<file path="src/verilog/serial_access_defines.vh">
// Constants for the serial bus byte access master
`ifndef SERIAL_ACCESS_DEFINES_VH
`define SERIAL_ACCESS_DEFINES_VH
// ==========================================================================
// Register offsets (configuration space, function 0)
`define OFS_SERIAL_BYTE_DATA   8'hb0
`define OFS_SERIAL_BYTE_INDEX  8'hb1
`define OFS_SERIAL_TARGET      8'hb2
`define OFS_SERIAL_CTRL_STAT   8'hb3
// ==========================================================================
// Control and status bit positions
`define CS_SHORT_PROTOCOL      7
`define CS_ACCESS_PENDING      5
`define CS_FAST_CLOCK_TEST     2
`define CS_ACCESS_ERROR        1
// ==========================================================================
// Reset values
`define RST_BYTE               8'h00
// ==========================================================================
// Timing
`define SYS_CLK_HZ             25000000
`define BUS_CLK_HZ             100000
`define FAST_BUS_CLK_HZ        1000000
// Quarter bus period in system clocks, rounded down so never slower
`define QTR_NORMAL             (`SYS_CLK_HZ / (4 * `BUS_CLK_HZ))
`define QTR_FAST               (`SYS_CLK_HZ / (4 * `FAST_BUS_CLK_HZ))
`endif

</file>
<file path="src/verilog/serial_bit_engine.v">
// Bit level engine: start, stop, and one byte with acknowledge on the wire
`timescale 1ns/100ps
`default_nettype none
module serial_bit_engine #(
  parameter QW = 16
) (
  input  wire          clk_sys,
  input  wire          resetn,
  input  wire [QW-1:0] quarter,
  input  wire [1:0]    cmd,
  input  wire          cmd_go,
  input  wire [7:0]    tx_byte,
  input  wire          tx_nack,
  input  wire          sda_in,
  output reg           scl_oe,
  output reg           sda_oe,
  output reg           done,
  output reg  [7:0]    rx_byte,
  output reg           ack_bad
);
  // cmd: 0 start, 1 stop, 2 write byte, 3 read byte
  localparam ST_IDLE = 3'b001;
  localparam ST_RUN  = 3'b010;
  localparam ST_DONE = 3'b100;
  reg [2:0]    state;
  reg [QW-1:0] cnt;
  reg [1:0]    phase;
  reg [3:0]    bitn;
  reg [1:0]    op;
  reg [8:0]    shreg;
  reg [2:0]    sda_sync;
  reg          sda_s;
  // Reload on the last count so one quarter lasts exactly quarter clocks
  wire         tick = (cnt == {{(QW-1){1'b0}}, 1'b1});
  always @(posedge clk_sys or negedge resetn) begin
    if (!resetn) begin
      state    <= ST_IDLE;
      cnt      <= {QW{1'b0}};
      phase    <= 2'd0;
      bitn     <= 4'd0;
      op       <= 2'd0;
      shreg    <= 9'h000;
      sda_sync <= 3'b111;
      sda_s    <= 1'b1;
      scl_oe   <= 1'b0;
      sda_oe   <= 1'b0;
      done     <= 1'b0;
      rx_byte  <= 8'h00;
      ack_bad  <= 1'b0;
    end else begin
      sda_sync <= {sda_sync[1:0], sda_in};
      // Take a new level only once the last two stages agree
      if (sda_sync[2] == sda_sync[1])
        sda_s <= sda_sync[2];
      done     <= 1'b0;
      cnt      <= tick ? quarter : cnt - {{(QW-1){1'b0}}, 1'b1};
      case (state)
        ST_IDLE: begin
          if (cmd_go) begin
            state <= ST_RUN;
            op    <= cmd;
            phase <= 2'd0;
            bitn  <= 4'd0;
            cnt   <= quarter;
            // A stale refusal must not leak into the next command's result
            ack_bad <= 1'b0;
            shreg <= (cmd == 2'd3) ? {8'hff, tx_nack} : {tx_byte, 1'b1};
          end
        end
        ST_RUN: begin
          if (tick) begin
            phase <= phase + 2'd1;
            case (op)
              2'd0: begin
                // Release both lines, then pull data low while clock high
                case (phase)
                  2'd0: begin sda_oe <= 1'b0; scl_oe <= 1'b0; end
                  2'd1: sda_oe <= 1'b0;
                  2'd2: sda_oe <= 1'b1;
                  default: begin scl_oe <= 1'b1; state <= ST_DONE; end
                endcase
              end
              2'd1: begin
                case (phase)
                  2'd0: sda_oe <= 1'b1;
                  2'd1: scl_oe <= 1'b0;
                  2'd2: sda_oe <= 1'b0;
                  default: state <= ST_DONE;
                endcase
              end
              default: begin
                // Nine bits: eight data then acknowledge
                case (phase)
                  2'd0: sda_oe <= ~shreg[8];
                  2'd1: scl_oe <= 1'b0;
                  2'd2: shreg <= {shreg[7:0], sda_s};
                  default: begin
                    scl_oe <= 1'b1;
                    bitn   <= bitn + 4'd1;
                    if (bitn == 4'd8) begin
                      sda_oe  <= 1'b0;
                      state   <= ST_DONE;
                      rx_byte <= shreg[8:1];
                      ack_bad <= (op == 2'd2) & shreg[0];
                    end
                  end
                endcase
              end
            endcase
          end
        end
        ST_DONE: begin
          done  <= 1'b1;
          state <= ST_IDLE;
        end
        default: state <= ST_IDLE;
      endcase
    end
  end
endmodule // serial_bit_engine
`default_nettype wire

</file>
<file path="src/verilog/serial_byte_master.v">
// Register file and transaction sequencer of the serial byte access master
`timescale 1ns/100ps
`default_nettype none
`include "serial_access_defines.vh"
module serial_byte_master (
  input  wire       clk_sys,
  input  wire       resetn,
  input  wire [7:0] cfg_addr,
  input  wire       cfg_wr,
  input  wire       cfg_rd,
  input  wire [7:0] cfg_wdata,
  output reg  [7:0] cfg_rdata,
  input  wire       sda_in,
  output reg        sda_out,
  output reg        sda_oe,
  output reg        scl_out,
  output reg        scl_oe
);
  localparam QW = 16;
  localparam [31:0]   QTR_N_W = `QTR_NORMAL;
  localparam [31:0]   QTR_F_W = `QTR_FAST;
  localparam [QW-1:0] QTR_N   = QTR_N_W[QW-1:0];
  localparam [QW-1:0] QTR_F   = QTR_F_W[QW-1:0];
  // ========================================================================
  // Sequencer states
  localparam S_IDLE  = 8'b0000_0001;
  localparam S_START = 8'b0000_0010;
  localparam S_ADDRW = 8'b0000_0100;
  localparam S_INDEX = 8'b0000_1000;
  localparam S_DATA  = 8'b0001_0000;
  localparam S_RSTRT = 8'b0010_0000;
  localparam S_ADDRR = 8'b0100_0000;
  localparam S_STOP  = 8'b1000_0000;
  localparam C_START = 2'd0;
  localparam C_STOP  = 2'd1;
  localparam C_WRITE = 2'd2;
  localparam C_READ  = 2'd3;
  // ========================================================================
  // Registers
  reg [7:0] serial_byte_data;
  reg [7:0] serial_byte_index;
  reg [7:0] serial_target_and_direction;
  reg       short_protocol_select;
  reg       fast_clock_test_bit;
  reg       access_pending_flag;
  reg       access_error;
  reg [7:0] state;
  reg [1:0] cmd;
  reg       cmd_go;
  reg [7:0] tx_byte;
  reg       tx_nack;
  reg       waiting;
  wire       eng_done;
  wire [7:0] eng_rx;
  wire       eng_bad;
  wire       eng_scl_oe;
  wire       eng_sda_oe;
  wire [6:0] target_id_field = serial_target_and_direction[7:1];
  wire       direction_bit   = serial_target_and_direction[0];
  wire       wr_target = cfg_wr && (cfg_addr == `OFS_SERIAL_TARGET);
  wire       wr_ctrl   = cfg_wr && (cfg_addr == `OFS_SERIAL_CTRL_STAT);
  wire       err_event = eng_done && eng_bad && waiting;
  serial_bit_engine #(.QW(QW)) u_engine (
    .clk_sys (clk_sys),
    .resetn  (resetn),
    .quarter (fast_clock_test_bit ? QTR_F : QTR_N),
    .cmd     (cmd),
    .cmd_go  (cmd_go),
    .tx_byte (tx_byte),
    .tx_nack (tx_nack),
    .sda_in  (sda_in),
    .scl_oe  (eng_scl_oe),
    .sda_oe  (eng_sda_oe),
    .done    (eng_done),
    .rx_byte (eng_rx),
    .ack_bad (eng_bad)
  );
  // ========================================================================
  // Register writes and status
  always @(posedge clk_sys or negedge resetn) begin
    if (!resetn) begin
      serial_byte_data            <= `RST_BYTE;
      serial_byte_index           <= `RST_BYTE;
      serial_target_and_direction <= `RST_BYTE;
      short_protocol_select       <= 1'b0;
      fast_clock_test_bit         <= 1'b0;
      access_error                <= 1'b0;
    end else begin
      if (cfg_wr && cfg_addr == `OFS_SERIAL_BYTE_DATA)
        serial_byte_data <= cfg_wdata;
      if (cfg_wr && cfg_addr == `OFS_SERIAL_BYTE_INDEX)
        serial_byte_index <= cfg_wdata;
      if (wr_target)
        serial_target_and_direction <= cfg_wdata;
      if (wr_ctrl) begin
        short_protocol_select <= cfg_wdata[`CS_SHORT_PROTOCOL];
        fast_clock_test_bit   <= cfg_wdata[`CS_FAST_CLOCK_TEST];
      end
      // Set beats clear so an error in the clearing cycle survives
      if (err_event)
        access_error <= 1'b1;
      else if (wr_ctrl && cfg_wdata[`CS_ACCESS_ERROR])
        access_error <= 1'b0;
      if (state == S_DATA && eng_done && waiting && direction_bit)
        serial_byte_data <= eng_rx;
    end
  end
  // ========================================================================
  // Transaction sequencer
  always @(posedge clk_sys or negedge resetn) begin
    if (!resetn) begin
      state               <= S_IDLE;
      access_pending_flag <= 1'b0;
      cmd                 <= C_START;
      cmd_go              <= 1'b0;
      tx_byte             <= 8'h00;
      tx_nack             <= 1'b0;
      waiting             <= 1'b0;
    end else begin
      cmd_go <= 1'b0;
      if (cmd_go)
        waiting <= 1'b1;
      else if (eng_done)
        waiting <= 1'b0;
      case (state)
        S_IDLE: begin
          // A target write while busy starts no access but still overwrites the target register; software must poll first
          if (wr_target) begin
            access_pending_flag <= 1'b1;
            state  <= S_START;
            cmd    <= C_START;
            cmd_go <= 1'b1;
          end
        end
        S_START: begin
          if (eng_done && waiting) begin
            cmd    <= C_WRITE;
            cmd_go <= 1'b1;
            if (short_protocol_select) begin
              tx_byte <= {target_id_field, direction_bit};
              state   <= direction_bit ? S_ADDRR : S_ADDRW;
            end else begin
              tx_byte <= {target_id_field, 1'b0};
              state   <= S_ADDRW;
            end
          end
        end
        S_ADDRW: begin
          if (eng_done && waiting) begin
            cmd_go <= 1'b1;
            if (eng_bad) begin
              cmd   <= C_STOP;
              state <= S_STOP;
            end else if (short_protocol_select) begin
              cmd     <= C_WRITE;
              tx_byte <= serial_byte_data;
              state   <= S_DATA;
            end else begin
              cmd     <= C_WRITE;
              tx_byte <= serial_byte_index;
              state   <= S_INDEX;
            end
          end
        end
        S_INDEX: begin
          if (eng_done && waiting) begin
            cmd_go <= 1'b1;
            if (eng_bad) begin
              cmd   <= C_STOP;
              state <= S_STOP;
            end else if (direction_bit) begin
              cmd   <= C_START;
              state <= S_RSTRT;
            end else begin
              cmd     <= C_WRITE;
              tx_byte <= serial_byte_data;
              state   <= S_DATA;
            end
          end
        end
        S_RSTRT: begin
          if (eng_done && waiting) begin
            cmd     <= C_WRITE;
            cmd_go  <= 1'b1;
            tx_byte <= {target_id_field, 1'b1};
            state   <= S_ADDRR;
          end
        end
        S_ADDRR: begin
          if (eng_done && waiting) begin
            cmd_go <= 1'b1;
            if (eng_bad) begin
              cmd   <= C_STOP;
              state <= S_STOP;
            end else begin
              cmd     <= C_READ;
              tx_nack <= 1'b1;
              state   <= S_DATA;
            end
          end
        end
        S_DATA: begin
          if (eng_done && waiting) begin
            cmd    <= C_STOP;
            cmd_go <= 1'b1;
            state  <= S_STOP;
          end
        end
        S_STOP: begin
          // Busy drops only after the read byte is already stored
          if (eng_done && waiting) begin
            access_pending_flag <= 1'b0;
            tx_nack <= 1'b0;
            state   <= S_IDLE;
          end
        end
        default: state <= S_IDLE;
      endcase
    end
  end
  // ========================================================================
  // Pins (open drain) and read data
  always @(posedge clk_sys or negedge resetn) begin
    if (!resetn) begin
      cfg_rdata <= 8'h00;
      sda_out   <= 1'b0;
      sda_oe    <= 1'b0;
      scl_out   <= 1'b0;
      scl_oe    <= 1'b0;
    end else begin
      sda_out <= 1'b0;
      scl_out <= 1'b0;
      sda_oe  <= eng_sda_oe;
      scl_oe  <= eng_scl_oe;
      if (cfg_rd) begin
        case (cfg_addr)
          `OFS_SERIAL_BYTE_DATA:  cfg_rdata <= serial_byte_data;
          `OFS_SERIAL_BYTE_INDEX: cfg_rdata <= serial_byte_index;
          `OFS_SERIAL_TARGET:     cfg_rdata <= serial_target_and_direction;
          `OFS_SERIAL_CTRL_STAT:
            cfg_rdata <= {short_protocol_select, 1'b0, access_pending_flag,
                          2'b00, fast_clock_test_bit, access_error, 1'b0};
          default:                cfg_rdata <= 8'h00;
        endcase
      end
    end
  end
endmodule // serial_byte_master
`default_nettype wire

</file>
<file path="config.mk">
export PLATFORM = sky130hd
export DESIGN_NAME = serial_byte_master
export DESIGN_NICKNAME = d
export VERILOG_FILES = /design/src/verilog/serial_bit_engine.v /design/src/verilog/serial_byte_master.v
export VERILOG_INCLUDE_DIRS = /design/src /design/src/verilog
export SDC_FILE = /design/constraint.sdc
export NUM_CORES = 1
export LEC_CHECK = 0
export BUFFER_PORTS_ARGS = -buffer_cell sky130_fd_sc_hd__clkbuf_2
export CORE_ASPECT_RATIO = 1.75
export CORE_MARGIN = 3
export CORE_UTILIZATION = 55
export DETAILED_ROUTE_END_ITERATION = 7
export PLACE_DENSITY = 0.73
export SYNTH_ARGS = -nofsm -noshare
export SYNTH_HDL_FRONTEND = slang
export SYNTH_SLANG_ARGS = --single-unit
</file>
<file path="constraint.sdc">
create_clock -name clk_sys -period 4.3 [get_ports clk_sys]
set_input_delay 0.215 -clock clk_sys [delete_from_list [all_inputs] [get_ports clk_sys]]
set_output_delay 0.215 -clock clk_sys [all_outputs]
set_load 0.005 [all_outputs]
</file>
; ---- Word-level counts from Yosys, hierarchy flattened
; Index checks and enable logic that the tools add are counted.
[totals]
ff_bits = 111
in_bits = 21
output_inout_bits = 12
[classes]
addsub = 3
eq_ne = 49
muxes = 94
bitwise = 4
n_reduce_logical = 43
[ops]
columns = operator, n
row1 = 8-bit two-way mux, 21
row2 = 8-bit case mux with 4 select lines, 2
row3 = 8-bit case mux with 8 select lines, 1
row4 = 16-bit two-way mux, 3
row5 = 9-bit two-way mux, 5
row6 = 8-bit equality test (second input constant), 5
row7 = 2-bit != test (second input constant), 15
row8 = 2-bit two-way mux, 12
row9 = 1-bit case mux with 2 select lines, 11
row10 = 5-bit AND reduction, 4
row11 = 1-bit two-way mux, 19
row12 = 3-bit two-way mux, 6
row13 = 9-bit case mux with 2 select lines, 1
row14 = 16-bit by 1-bit equality test with 1-bit output (second input constant), 1
row15 = 4-bit two-way mux, 4
row16 = 8-bit AND reduction, 2
row17 = 16-bit by 1-bit subtractor with 16-bit output (second input constant), 1
row18 = 7-bit two-way mux, 2
row19 = 6-bit two-way mux, 2
row20 = 2-bit by 1-bit != test with 1-bit output (second input constant), 6
row21 = 2-bit case mux with 6 select lines, 1
row22 = 6-bit AND reduction, 2
row23 = 2-bit nonzero test, 6
row24 = 1-bit logical AND, 11
row25 = other kinds (34), 50

; ---- Logic depth before layout (Yosys ltp)
; Gate-level depths: netlist of run 1.
[logic_depth]
word_depth = 7
mapped_depth = 8
depth_no_buf = 7

; ---- Modules after synthesis
; A second synthesis of run 1 with hierarchy kept.
[hier_totals]
hier_cells = 551
area_unflattened_um2 = 5789.3
[modules_own_cells]
columns = mod, instances, cells_per_inst, area_each_um2, seq_area_each_um2
row1 = serial_byte_master, 1, 282, 3027.9, 1477.7
row2 = serial_bit_engine, 1, 269, 2761.4, 1307.5

; ---- Least setup slack after synthesis of run 1
; Ideal clock, no wire load.
[synth_timing]
kind = reg2reg
startpoint = register u_engine.cnt[13]
endpoint = register u_engine.rx_byte[0]
setup_ps = 125
arrival_time_ps = 2172
required_time_ps = 4175
path_slack_ps = 2003
path_stages_with_launch = 6
n_path_buf = 0
synth_period_minus_slack_ps = 2297
path_cell_list = dfrtp_1 > or4_4 > nor3b_4 > nand2_2 > nor4_4 > mux2_2
[synth_between]
elab_chain_cells = 2
[synth_rtl]
columns = item, line_no
row1 = start: declaration, serial_bit_engine.v:26  ; reg [QW-1:0] cnt;
row2 = start signal: assignment, serial_bit_engine.v:38  ; cnt <= {QW{1'b0}};
row3 = start signal: assignment, serial_bit_engine.v:56  ; cnt <= tick ? quarter : cnt - {{(QW-1){1'b0}}, 1'b1};
row4 = start signal: assignment, serial_bit_engine.v:64  ; cnt <= quarter;
row5 = 16-bit by 1-bit equality test with 1-bit output, serial_bit_engine.v:34  ; wire tick = (cnt == {{(QW-1){1'b0}}, 1'b1});
row6 = 5-bit AND reduction (no source line), --
row7 = end signal: assignment, serial_bit_engine.v:103  ; rx_byte <= shreg[8:1];
row8 = end: declaration, serial_bit_engine.v:18  ; output reg [7:0] rx_byte,
; Every way passes these cells.
; A chain may end at the register's enable or synchronous reset.

; ---- Worst setup path in the final report of run 1
[layout_timing]
startpoint = register state[3]
endpoint = register serial_byte_data[1]
[layout_between]
elab_chain_cells = 5
elab_cells_between_ends = 6
[layout_rtl]
columns = item, line_no
row1 = start: declaration, serial_byte_master.v:47  ; reg [7:0] state;
row2 = start signal: assignment, serial_byte_master.v:141  ; state <= direction_bit ? S_ADDRR : S_ADDRW;
row3 = 8-bit by 5-bit equality test with 1-bit output *, serial_byte_master.v:104  ; if (state == S_DATA && eng_done && waiting && direction_bit)
row4 = 1-bit logical AND * (3 in series), serial_byte_master.v:104
row5 = 8-bit two-way mux or 2-bit nonzero test (tied branches), --
row6 = end signal: assignment, serial_byte_master.v:82  ; serial_byte_data <= `RST_BYTE;
row7 = end signal: assignment, serial_byte_master.v:90  ; serial_byte_data <= cfg_wdata;
row8 = end signal: assignment, serial_byte_master.v:105  ; serial_byte_data <= eng_rx;
row9 = end: declaration, serial_byte_master.v:40  ; reg [7:0] serial_byte_data;
; Every way passes the cells marked *; elsewhere a longest branch is shown, timed or not.

==> results of run 1 <==
[state kept, by name (all words and copies together) (netlist names), 8 cells and up]
register,flops
u_engine.rx_byte,8
state,8
serial_target_and_direction,8
u_engine.shreg,9
tx_byte,8
serial_byte_index,8
cfg_rdata,8
u_engine.cnt,16
serial_byte_data,8
[power by group through the flow]
| stage | logic, mW | registers, mW | clock network, mW |
|---|---|---|---|
| global placement | 0.159 | 1.19 | 0 |
| global route | 0.187 | 1.19 | 0.851 |
| CTS | 0.167 | 1.17 | 0.809 |
| finish | 0.162 | 1.18 | 0.791 |
| floorplan | 0.110 | 1.17 | 0 |
| detailed placement | 0.164 | 1.20 | 0 |
[how the worst min path moves through the flow]
stage,startpoint,to,cells past startpoint
after floorplan,resetn,access_error,0
after global placement,sda_in,u_engine.sda_sync[0],1
after detailed placement,sda_in,u_engine.sda_sync[0],1
after CTS,resetn,serial_target_and_direction[0],1
after global routing,resetn,access_pending_flag,1
final,resetn,state[1],1
[routing by layer]
metal | wire (um) | share of wire, %
met5 | 0 | 0
met4 | 361 | 2.8
met3 | 435 | 3.3
met2 | 7300 | 56
met1 | 5010 | 38
[metrics by stage]
stage | instances | area (sq um)
after detailed placement | 688 | 5920
after global routing | 705 | 6220
final | 705 | 6220
after global placement | 688 | 5920
after floorplan | 556 | 5700
after CTS | 705 | 6220
[cell usage after synthesis (2+ instances only)]
master	instances
sky130_fd_sc_hd__nand2_1	48
sky130_fd_sc_hd__o22ai_1	11
sky130_fd_sc_hd__inv_1	26
sky130_fd_sc_hd__o21a_1	8
sky130_fd_sc_hd__or4_1	5
sky130_fd_sc_hd__a21oi_1	30
sky130_fd_sc_hd__mux2_2	30
sky130_fd_sc_hd__and2_1	3
sky130_fd_sc_hd__a32oi_1	11
sky130_fd_sc_hd__nand4_1	4
sky130_fd_sc_hd__or4_4	2
sky130_fd_sc_hd__and3_1	6
sky130_fd_sc_hd__nor2_1	47
sky130_fd_sc_hd__o221a_2	2
sky130_fd_sc_hd__o211a_1	2
sky130_fd_sc_hd__mux4_2	4
sky130_fd_sc_hd__a31oi_1	2
sky130_fd_sc_hd__nor3_1	13
sky130_fd_sc_hd__nor3b_1	5
sky130_fd_sc_hd__nor4_1	10
sky130_fd_sc_hd__o21ai_0	18
sky130_fd_sc_hd__a2bb2oi_1	5
sky130_fd_sc_hd__buf_2	4
sky130_fd_sc_hd__buf_1	4
sky130_fd_sc_hd__nor2b_1	6
sky130_fd_sc_hd__xnor2_1	9
sky130_fd_sc_hd__buf_4	2
sky130_fd_sc_hd__dfrtp_1	105
sky130_fd_sc_hd__or3_1	10
sky130_fd_sc_hd__nand3_1	19
sky130_fd_sc_hd__ha_1	8
sky130_fd_sc_hd__nand4b_1	4
sky130_fd_sc_hd__mux2i_1	16
sky130_fd_sc_hd__xor2_1	6
sky130_fd_sc_hd__nand2b_1	2
sky130_fd_sc_hd__nand3b_1	5
sky130_fd_sc_hd__dfstp_2	6
sky130_fd_sc_hd__clkbuf_1	18
sky130_fd_sc_hd__a22o_1	2
sky130_fd_sc_hd__o211ai_1	2
sky130_fd_sc_hd__o22a_1	10
[repair_timing]
action,4_1_cts,5_1_grt
setup buffers,0,0
endpoints found under the hold margin,1,0
hold buffers,1,0
[cells by family (layout without fill, tap and decap cells)]
group	Yosys count	in the layout	synth area share (%)
adder cells (fa/ha/maj)	9	9	1.93
AO/OA/AOI/OAI	114	114	13.7
multiplexers	50	50	10.3
AND/OR/NAND/NOR	200	200	18.9
buffers and inverters	55	79	3.85
XOR/XNOR	15	15	2.31
other	1	2	0.0659
flip-flops	111	111	48.9
[final cells by class]
type	instances	share of cell area [%]
inverter	27	1.63
multi-input combinational	390	43.3
clock buffer	10	3.84
timing repair buffer	36	3.22
clock inverter	6	0.724
tap	125	2.52
sequential	111	44.8
==> metrics.json, run 1 <==
{
  "overall_routing_resource_usage_pct": 23.2,
  "fp-row-count": 48,
  "max_slew.worst_pin.slew_ns": 1.06,
  "synth-seq-area-share_pct": 48.9,
  "most_crowded_layer_gr": "met2",
  "fillCellCount": 836,
  "vdd.ir_drop.worst_uv": 272,
  "power.switching_fraction_pct": 25.2,
  "cts.htree.levels": 3,
  "cts_inserted_buffers": 9,
  "cp_max_fo": 18,
  "timing.critical_path.to_type": "flop",
  "design.final.nets": 604,
  "layout_setup_ws_ns": 1.67,
  "crit_path_max_delay_cell_type": "sky130_fd_sc_hd__or4_1",
  "num_io_pins": 33,
  "cellPowerDensity_nw_per_um2": 342,
  "worstPathRequired_ns": 4.49,
  "ff2ff_path_depth": 5,
  "grt_antenna_before_repair": 0,
  "syn_area_per_cell_sq_um": 10.3,
  "floorplan.core_area_sq_um": 9970,
  "grt_pass1_wl_um": 22000,
  "netlist.top_cell.by_area": "sky130_fd_sc_hd__dfrtp_1",
  "setup.reg_to_reg.worst_slack_ns": 1.67,
  "layout.cells.most_common_list": "sky130_fd_sc_hd__dfrtp_1, sky130_fd_sc_hd__nand2_1, sky130_fd_sc_hd__nor2_1",
  "gpl.final_weighted_congestion": 0.894,
  "startpoint_of_the_most_critical_register_to_register_path": "state[3]",
  "max-slew-margin-rel_pct": 28.1,
  "totalNegativeSetupSlack_ns": 0,
  "ys_dominant_reg_cell": "sky130_fd_sc_hd__dfrtp_1",
  "synthDominantCellAreaShare_pct": 46.2,
  "final.setup_skew_ns": 0.00893,
  "slew_viol_final": 0,
  "clock_tree.buffer_depth": 2,
  "path_delay_family": "simple AND/OR/NAND/NOR gates",
  "setup.worst_path.start_class": "flop",
  "postSynth.asyncResetShare_pct": 100,
  "yosys_warnings": 0,
  "netSwitchingPower_uw": 536,
  "drive_above_1_share_pct": 17.9,
  "design_power_total_mw": 2.13,
  "timing.hold.ws_ns": -0.00891,
  "groute.layer.met3.usage_pct": 2.87,
  "tritoncts_clock_tree": "yes",
  "dr.pass1.iters": 5,
  "cap_viol_max_count": 0,
  "clkLatencyLatePin_ns": 0.34,
  "share_seq_of_total_power_pct": 55.2,
  "seqCellArea_sq_um": 2790,
  "grt_max_degree": 76,
  "total_leakage_power_nw": 2.74,
  "worstPathCellList": "or4_1, nor4_1, nand3_1, nor2_1, a21oi_1",
  "p_clk_share_pct": 37.1,
  "drt-initial-drc-count": 264,
  "capture_point_of_the_worst_path": "serial_byte_data[1]",
  "die_width_um": 82.9,
  "failed_checks": "negative hold slack",
  "cp.arrival_ns": 2.82,
  "syn_inst": 555,
  "drt_drc_violations_left": 0,
  "clock-root-buffer": "sky130_fd_sc_hd__clkbuf_16",
  "dp_hpwl_um": 9880,
  "grt_pass1_vias": 4293,
  "startpoint": "state[3]",
  "detailroute.via_count": 4310,
  "synth.area.top_cells": "sky130_fd_sc_hd__dfrtp_1, sky130_fd_sc_hd__mux2_2, sky130_fd_sc_hd__nand2_1",
  "setup_repair_after_global_routing_missed_its_margin": "no",
  "wl_um": 13100,
  "status": "finished with violations",
  "io_buffers": 30,
  "hp-class": "primary input to asynchronous set/reset pin",
  "synth.cell_area_sq_um": 5690,
  "synth.ff_latch_count": 111,
  "fmax_mhz": 380,
  "globalRoute.totalOverflow": 0,
  "multi_input_comb_area_sq_um": 2690,
  "critical_setup_path_kind": "flop to flop",
  "post-place-ws_ns": 1.72,
  "dieHeight_um": 141,
  "postRouteAntennaNets": 0,
  "clock-sinks": 111,
  "number_of_gates_resized_after_cts": 0,
  "detail_route.vias_per_cell": 6.11,
  "floorplan.initialDensity_pct": 57.1,
  "global_route.usage.met1_pct": 26.6,
  "finalCriticalPeriod_ns": 2.63,
  "finalHoldViolCount": 5,
  "internal-power_mw": 1.59,
  "syn2layout_area_growth_pct": 9.25,
  "combinationalPowerShare_pct": 7.6,
  "final-setup-viol-count": 0,
  "core_occupancy_in_the_finished_layout_pct": 62.4,
  "layout_worst_path_cycle_share_pct": 61.1,
  "r2r-end": "serial_byte_data[1]",
  "yosys.cell_types.count": 66,
  "met2_usage_pct": 43.5,
  "die_area_sq_um": 11700,
  "max_stage_delay_ns": 0.62,
  "antennaDiodeCount": 0,
  "timing.critical_path.depth": 5,
  "avgRoutedWirePerCell_um": 18.6,
  "clkSlewWorstSetupHoldPaths_ns": 0.08,
  "layout_commonest_cell": "sky130_fd_sc_hd__dfrtp_1",
  "worst-path-buf-inv": 0,
  "synth-edff-count": 0
}
Note: power is estimated with default switching activity, not from simulation.
==> run 2: changes to the inputs <==
--- a/config.mk
+++ b/config.mk
@@ -11,7 +11,7 @@
 export CORE_MARGIN = 3
 export CORE_UTILIZATION = 55
 export DETAILED_ROUTE_END_ITERATION = 7
-export PLACE_DENSITY = 0.73
+export PLACE_DENSITY = 0.76
 export SYNTH_ARGS = -nofsm -noshare
 export SYNTH_HDL_FRONTEND = slang
 export SYNTH_SLANG_ARGS = --single-unit
==> constraint.sdc (replaced) <==
create_clock -name clk_sys -period 2.39 [get_ports clk_sys]
set_input_delay 0.1195 -clock clk_sys [delete_from_list [all_inputs] [get_ports clk_sys]]
set_output_delay 0.1195 -clock clk_sys [all_outputs]
set_load 0.005 [all_outputs]
==> run 2 against run 1 <==
The run now ends clean. Combinational power increased by 94%. Critical path type unchanged. Largest cell class unchanged. Cell count increased by 4.1%. Sequential power increased by 80%.
==> metrics.json, run 2 (same netlist as run 1, synthesis figures left out) <==
{
  "setup_repair_after_global_routing_missed_its_margin": "no",
  "final_cell_area_sq_um": 6460,
  "final_cells": 734,
  "finalCriticalPeriod_ns": 2.30,
  "grt_pass1_wl_um": 22900,
  "max-slew-margin-rel_pct": 65.6,
  "vdd.ir_drop.worst_uv": 423,
  "clock-sinks": 111,
  "antennaDiodeCount": 0,
  "final.setup_skew_ns": 0.00939,
  "cap_viol_max_count": 0,
  "clkSlewWorstSetupHoldPaths_ns": 0.07,
  "clock-root-buffer": "sky130_fd_sc_hd__clkbuf_16",
  "drt_drc_violations_left": 0,
  "hp-class": "primary input to flop",
  "num_io_pins": 33,
  "overall_routing_resource_usage_pct": 24.3,
  "total_leakage_power_nw": 2.89,
  "core_occupancy_in_the_finished_layout_pct": 64.8,
  "cts_inserted_buffers": 9,
  "layout_commonest_cell": "sky130_fd_sc_hd__dfrtp_1",
  "dr.pass1.iters": 5,
  "dp_hpwl_um": 10300,
  "cts.htree.levels": 3,
  "critical_setup_path_kind": "flop to flop",
  "worstPathRequired_ns": 2.66,
  "wl_um": 13600,
  "totalNegativeSetupSlack_ns": 0,
  "globalRoute.totalOverflow": 0,
  "floorplan.core_area_sq_um": 9970,
  "avgRoutedWirePerCell_um": 18.5,
  "dpl.cell_count": 716,
  "final-setup-viol-count": 0,
  "drive_above_1_share_pct": 22.0,
  "largest_registers": "u_engine.cnt (16), u_engine.shreg (9)",
  "clock_tree.buffer_depth": 2,
  "cellPowerDensity_nw_per_um2": 599,
  "grt_pass1_vias": 4733,
  "die_width_um": 82.9,
  "layout_worst_path_cycle_share_pct": 96.3,
  "timing.critical_path.to_type": "flop",
  "syn2layout_area_growth_pct": 13.6,
  "tritoncts_clock_tree": "yes",
  "design.final.nets": 633,
  "slew_viol_final": 0,
  "postRouteAntennaNets": 0,
  "fmax_mhz": 434,
  "largest_register_ff_count": 16,
  "timing.hold.ws_ns": 0.0318,
  "setup.worst_path.start_class": "flop",
  "die_area_sq_um": 11700,
  "detail_route.vias_per_cell": 6.22,
  "finalHoldViolCount": 0,
  "floorplan.initialDensity_pct": 57.1,
  "largest_register": "u_engine.cnt",
  "cp.arrival_ns": 2.57,
  "layout.cells.most_common_list": "sky130_fd_sc_hd__dfrtp_1, sky130_fd_sc_hd__nand2_1, sky130_fd_sc_hd__nor2_1",
  "dieHeight_um": 141,
  "status": "finished clean",
  "cp_max_fo": 8,
  "clkLatencyLatePin_ns": 0.35,
  "grt_antenna_before_repair": 0,
  "dpl-instance-area_sq_um": 6150,
  "drt-initial-drc-count": 301,
  "detailroute.via_count": 4567,
  "gpl.final_weighted_congestion": 0.881,
  "max_slew.worst_pin.slew_ns": 0.516,
  "grt_max_degree": 46,
  "io_buffers": 30,
  "fp-row-count": 48
}
run 2: changes by cell type in the layout (fill, tap and decap cells not counted), sizes merged:
cell         before  now
buf               6   34
inv              27   28
dlygate4sd3       1    2
clkbuf           39   38
run 2: final timing paths:
check | startpoint | to | slack (ns) | cells past startpoint
worst max-delay path | u_engine.cnt[2] | u_engine.bitn[2] | 0.09 | 5
worst max register to register | u_engine.cnt[2] | u_engine.bitn[2] | 0.09 | 5
min in group asynchronous | resetn | state[1] | 0.19 | 2
worst min register to register | u_engine.sda_sync[0] | u_engine.sda_sync[1] | 0.36 | 0
worst min-delay path | cfg_wdata[4] | serial_byte_index[4] | 0.03 | 2
max in group asynchronous | resetn | serial_byte_data[6] | 1.55 | 3
run 2: layer usage:
metal | wire [um] | global-route usage [%]
met1 | 5010 | 26.2
met2 | 7210 | 44.2
met3 | 524 | 2.69
met4 | 848 | 16.5
met5 | 0 | 0
run 2: layout make-up:
type,count,area [sq um]
clock buffer,9,225
inverter,27,101
fill,792,3510
sequential,111,2790
multi-input combinational,390,2700
timing repair buffer,65,437
tap,125,156
clock inverter,7,57.6
run 2: stage by stage:
stage	setup slack (ns)	power (mW)
6_report	0.0874	3.87
4_1_cts	0.0869	3.90
3_5_place_dp	0.108	2.47
3_3_place_gp	0.160	2.44
5_1_grt	0.00310	4.01
2_1_floorplan	0.0933	2.31
run 2: critical path: stages, from the launching register on:
cell,delay [ns]
sky130_fd_sc_hd__dfrtp_1,0.43
sky130_fd_sc_hd__nor3_1,0.38
sky130_fd_sc_hd__nand4_1,0.24
sky130_fd_sc_hd__or4_1,0.67
sky130_fd_sc_hd__or3_1,0.36
sky130_fd_sc_hd__a21oi_1,0.15
run 2: where the power goes:
part | leakage [nW] | switching, mW | internal, mW
clock | 0.129 | 0.717 | 0.719
combinational | 1.36 | 0.162 | 0.152
sequential | 1.41 | 0.133 | 1.99
total | 2.89 | 1.01 | 2.86
run 2: timing repair:
| action | in CTS | in global routing |
|---|---|---|
| setup buffers | 0 | 0 |
| hold endpoints to repair | 64 | 0 |
| hold buffers | 2 | 0 |
| resized for setup | 0 | 3 |
| endpoints found under the setup margin | 0 | 17 |
==> run 3: changes to the inputs <==
--- a/config.mk
+++ b/config.mk
@@ -11,7 +11,7 @@
 export CORE_MARGIN = 3
 export CORE_UTILIZATION = 55
 export DETAILED_ROUTE_END_ITERATION = 7
-export PLACE_DENSITY = 0.76
+export PLACE_DENSITY = 0.74
 export SYNTH_ARGS = -nofsm -noshare
 export SYNTH_HDL_FRONTEND = slang
 export SYNTH_SLANG_ARGS = --single-unit
==> run 3 against run 2 <==
Register-to-register slack is essentially flat. Setup slack improved by 0.0089 ns. Count of clock-buffer cells in the layout increased by 1. Largest power group unchanged. Highest routed layer unchanged. Cell count fell by 0.82%. Die area unchanged.
==> metrics.json, run 3 (same netlist as run 1, synthesis figures left out) <==
{
  "status": "finished clean",
  "floorplan.core_area_sq_um": 9970,
  "gpl.final_weighted_congestion": 0.894,
  "grt_antenna_before_repair": 0,
  "grt_pass1_vias": 4555,
  "combinationalPowerShare_pct": 7.4,
  "largest_register": "u_engine.cnt",
  "path_delay_family": "simple AND/OR/NAND/NOR gates",
  "max_slew.worst_pin.slew_ns": 0.534,
  "max_stage_delay_ns": 0.46,
  "setup.worst_path.start_class": "flop",
  "p_clk_share_pct": 41.7,
  "dr.pass1.iters": 4,
  "avgRoutedWirePerCell_um": 18.4,
  "syn2layout_area_growth_pct": 13.8,
  "drt-initial-drc-count": 378,
  "cts.htree.levels": 3,
  "wl_um": 13400,
  "die_area_sq_um": 11700,
  "grt_pass1_wl_um": 22300,
  "finalCriticalPeriod_ns": 2.29,
  "dpl-instance-area_sq_um": 6100,
  "design.final.nets": 627,
  "clkLatencyLatePin_ns": 0.36,
  "detailroute.via_count": 4455,
  "cap_viol_max_count": 0,
  "multi_input_comb_area_sq_um": 2700,
  "crit_path_max_delay_cell_type": "sky130_fd_sc_hd__dfrtp_1",
  "max-slew-margin-rel_pct": 64.4,
  "total_leakage_power_nw": 2.90,
  "cpMostUsedCell": "sky130_fd_sc_hd__or3_1",
  "final_cell_area_sq_um": 6480,
  "fillCellCount": 791,
  "final.setup_skew_ns": 0.0121,
  "overall_routing_resource_usage_pct": 23.8,
  "cp.arrival_ns": 2.54,
  "cts_inserted_buffers": 9,
  "netSwitchingPower_uw": 971,
  "die_width_um": 82.9,
  "antennaDiodeCount": 0,
  "power.switching_fraction_pct": 23.4,
  "largest_register_ff_count": 16,
  "clock_tree.buffer_depth": 2,
  "globalRoute.totalOverflow": 0,
  "clkSlewWorstSetupHoldPaths_ns": 0.08,
  "grt_max_degree": 46,
  "worst-path-buf-inv": 1,
  "vdd.ir_drop.worst_uv": 645,
  "layout_commonest_cell": "sky130_fd_sc_hd__dfrtp_1",
  "critical_setup_path_kind": "flop to flop",
  "finalHoldViolCount": 0,
  "clock-root-buffer": "sky130_fd_sc_hd__clkbuf_16",
  "share_seq_of_total_power_pct": 50.9,
  "hp-class": "primary input to flop",
  "postRouteAntennaNets": 0,
  "core_occupancy_in_the_finished_layout_pct": 65.0,
  "layout_worst_path_cycle_share_pct": 96.0,
  "cellPowerDensity_nw_per_um2": 642,
  "worstPathRequired_ns": 2.63,
  "fp-row-count": 48,
  "cp_max_fo": 7,
  "worstPathCellList": "or3_1, nor4b_2, o21ai_1, buf_4, or3_1, o22a_1",
  "num_io_pins": 33,
  "dp_hpwl_um": 9850,
  "seqCellArea_sq_um": 2790,
  "dieHeight_um": 141,
  "tritoncts_clock_tree": "yes",
  "layout.cells.most_common_list": "sky130_fd_sc_hd__dfrtp_1, sky130_fd_sc_hd__nand2_1, sky130_fd_sc_hd__nor2_1",
  "io_buffers": 30,
  "clock-sinks": 111,
  "detail_route.vias_per_cell": 6.12,
  "floorplan.initialDensity_pct": 57.1,
  "fmax_mhz": 436,
  "slew_viol_final": 0,
  "setup_repair_after_global_routing_missed_its_margin": "no",
  "drt_drc_violations_left": 0,
  "largest_registers": "u_engine.cnt (16), u_engine.shreg (9)",
  "totalNegativeSetupSlack_ns": 0,
  "final-setup-viol-count": 0,
  "timing.critical_path.to_type": "flop",
  "drive_above_1_share_pct": 21.2,
  "internal-power_mw": 3.19
}
-- run 3: changes by cell type in the layout (fill, tap and decap cells not counted), sizes merged --
cell / before / now
inv: 28 / 26
clkinvlp: 3 / 1
bufinv: 0 / 3
buf: 34 / 28
clkbuf: 38 / 39
-- run 3: final cells by class --
class | instances | area share [%]
Sequential cell | 111 | 43.0
Clock buffer | 10 | 3.69
Inverter | 27 | 1.56
Timing Repair Buffer | 59 | 5.99
Multi-Input combinational cell | 390 | 41.7
Clock inverter | 6 | 1.66
Tap cell | 125 | 2.41
-- run 3: per-stage QoR --
stage | instances | hold slack (ns) | total power [mW] | setup slack [ns]
detailed placement | 710 | 0.141 | 2.46 | 0.112
floorplan | 556 | -0.176 | 2.31 | 0.0933
global placement | 710 | 0.134 | 2.44 | 0.158
CTS | 728 | 0.0269 | 4.19 | 0.103
finish | 728 | 0.0326 | 4.16 | 0.0962
global route | 728 | 0.0378 | 4.32 | 0.0340
-- run 3: routing by layer --
metal  up-vias  track usage [%]  share of wire, %
met5         -                0                 0
met4         0             12.7               3.8
met3        35             3.51               4.0
met2       134             43.5                54
met1      2186             26.2                38
li1       2100                -                 -
-- run 3: what timing repair did --
action / 4_1_cts / 5_1_grt
setup buffers: 0 / 0
hold endpoints to repair: 36 / 0
hold buffers: 2 / 0
gates resized for setup: 0 / 2
setup endpoints to repair: 0 / 11
-- run 3: power by group through the flow --
stage               Sequential (mW)  Clock, mW  Combinational, mW
floorplan                      2.11          0              0.198
global placement               2.14          0              0.299
detailed placement             2.15          0              0.310
CTS                            2.11       1.76              0.315
global route                   2.14       1.83              0.352
finish                         2.12       1.73              0.309
-- run 3: worst paths after layout --
kind                                 startpoint                             end  slack [ns]  depth (start not counted)
min reg2reg                u_engine.sda_sync[0]            u_engine.sda_sync[1]        0.36                          0
min in group asynchronous                resetn                        state[1]        0.28                          2
min                                cfg_wdata[4]  serial_target_and_direction[4]        0.03                          2
max in group asynchronous                resetn               u_engine.shreg[4]        1.34                          3
max                                    state[4]                      tx_byte[2]         0.1                          6
max reg2reg                            state[4]                      tx_byte[2]         0.1                          6
-- run 3: worst register-to-register path: stages (launching register included) --
cell and delay [ns]:
sky130_fd_sc_hd__dfrtp_1 0.46, sky130_fd_sc_hd__or3_1 0.46, sky130_fd_sc_hd__nor4b_2 0.38, sky130_fd_sc_hd__o21ai_1 0.14, sky130_fd_sc_hd__buf_4 0.19, sky130_fd_sc_hd__or3_1 0.38
sky130_fd_sc_hd__o22a_1 0.16
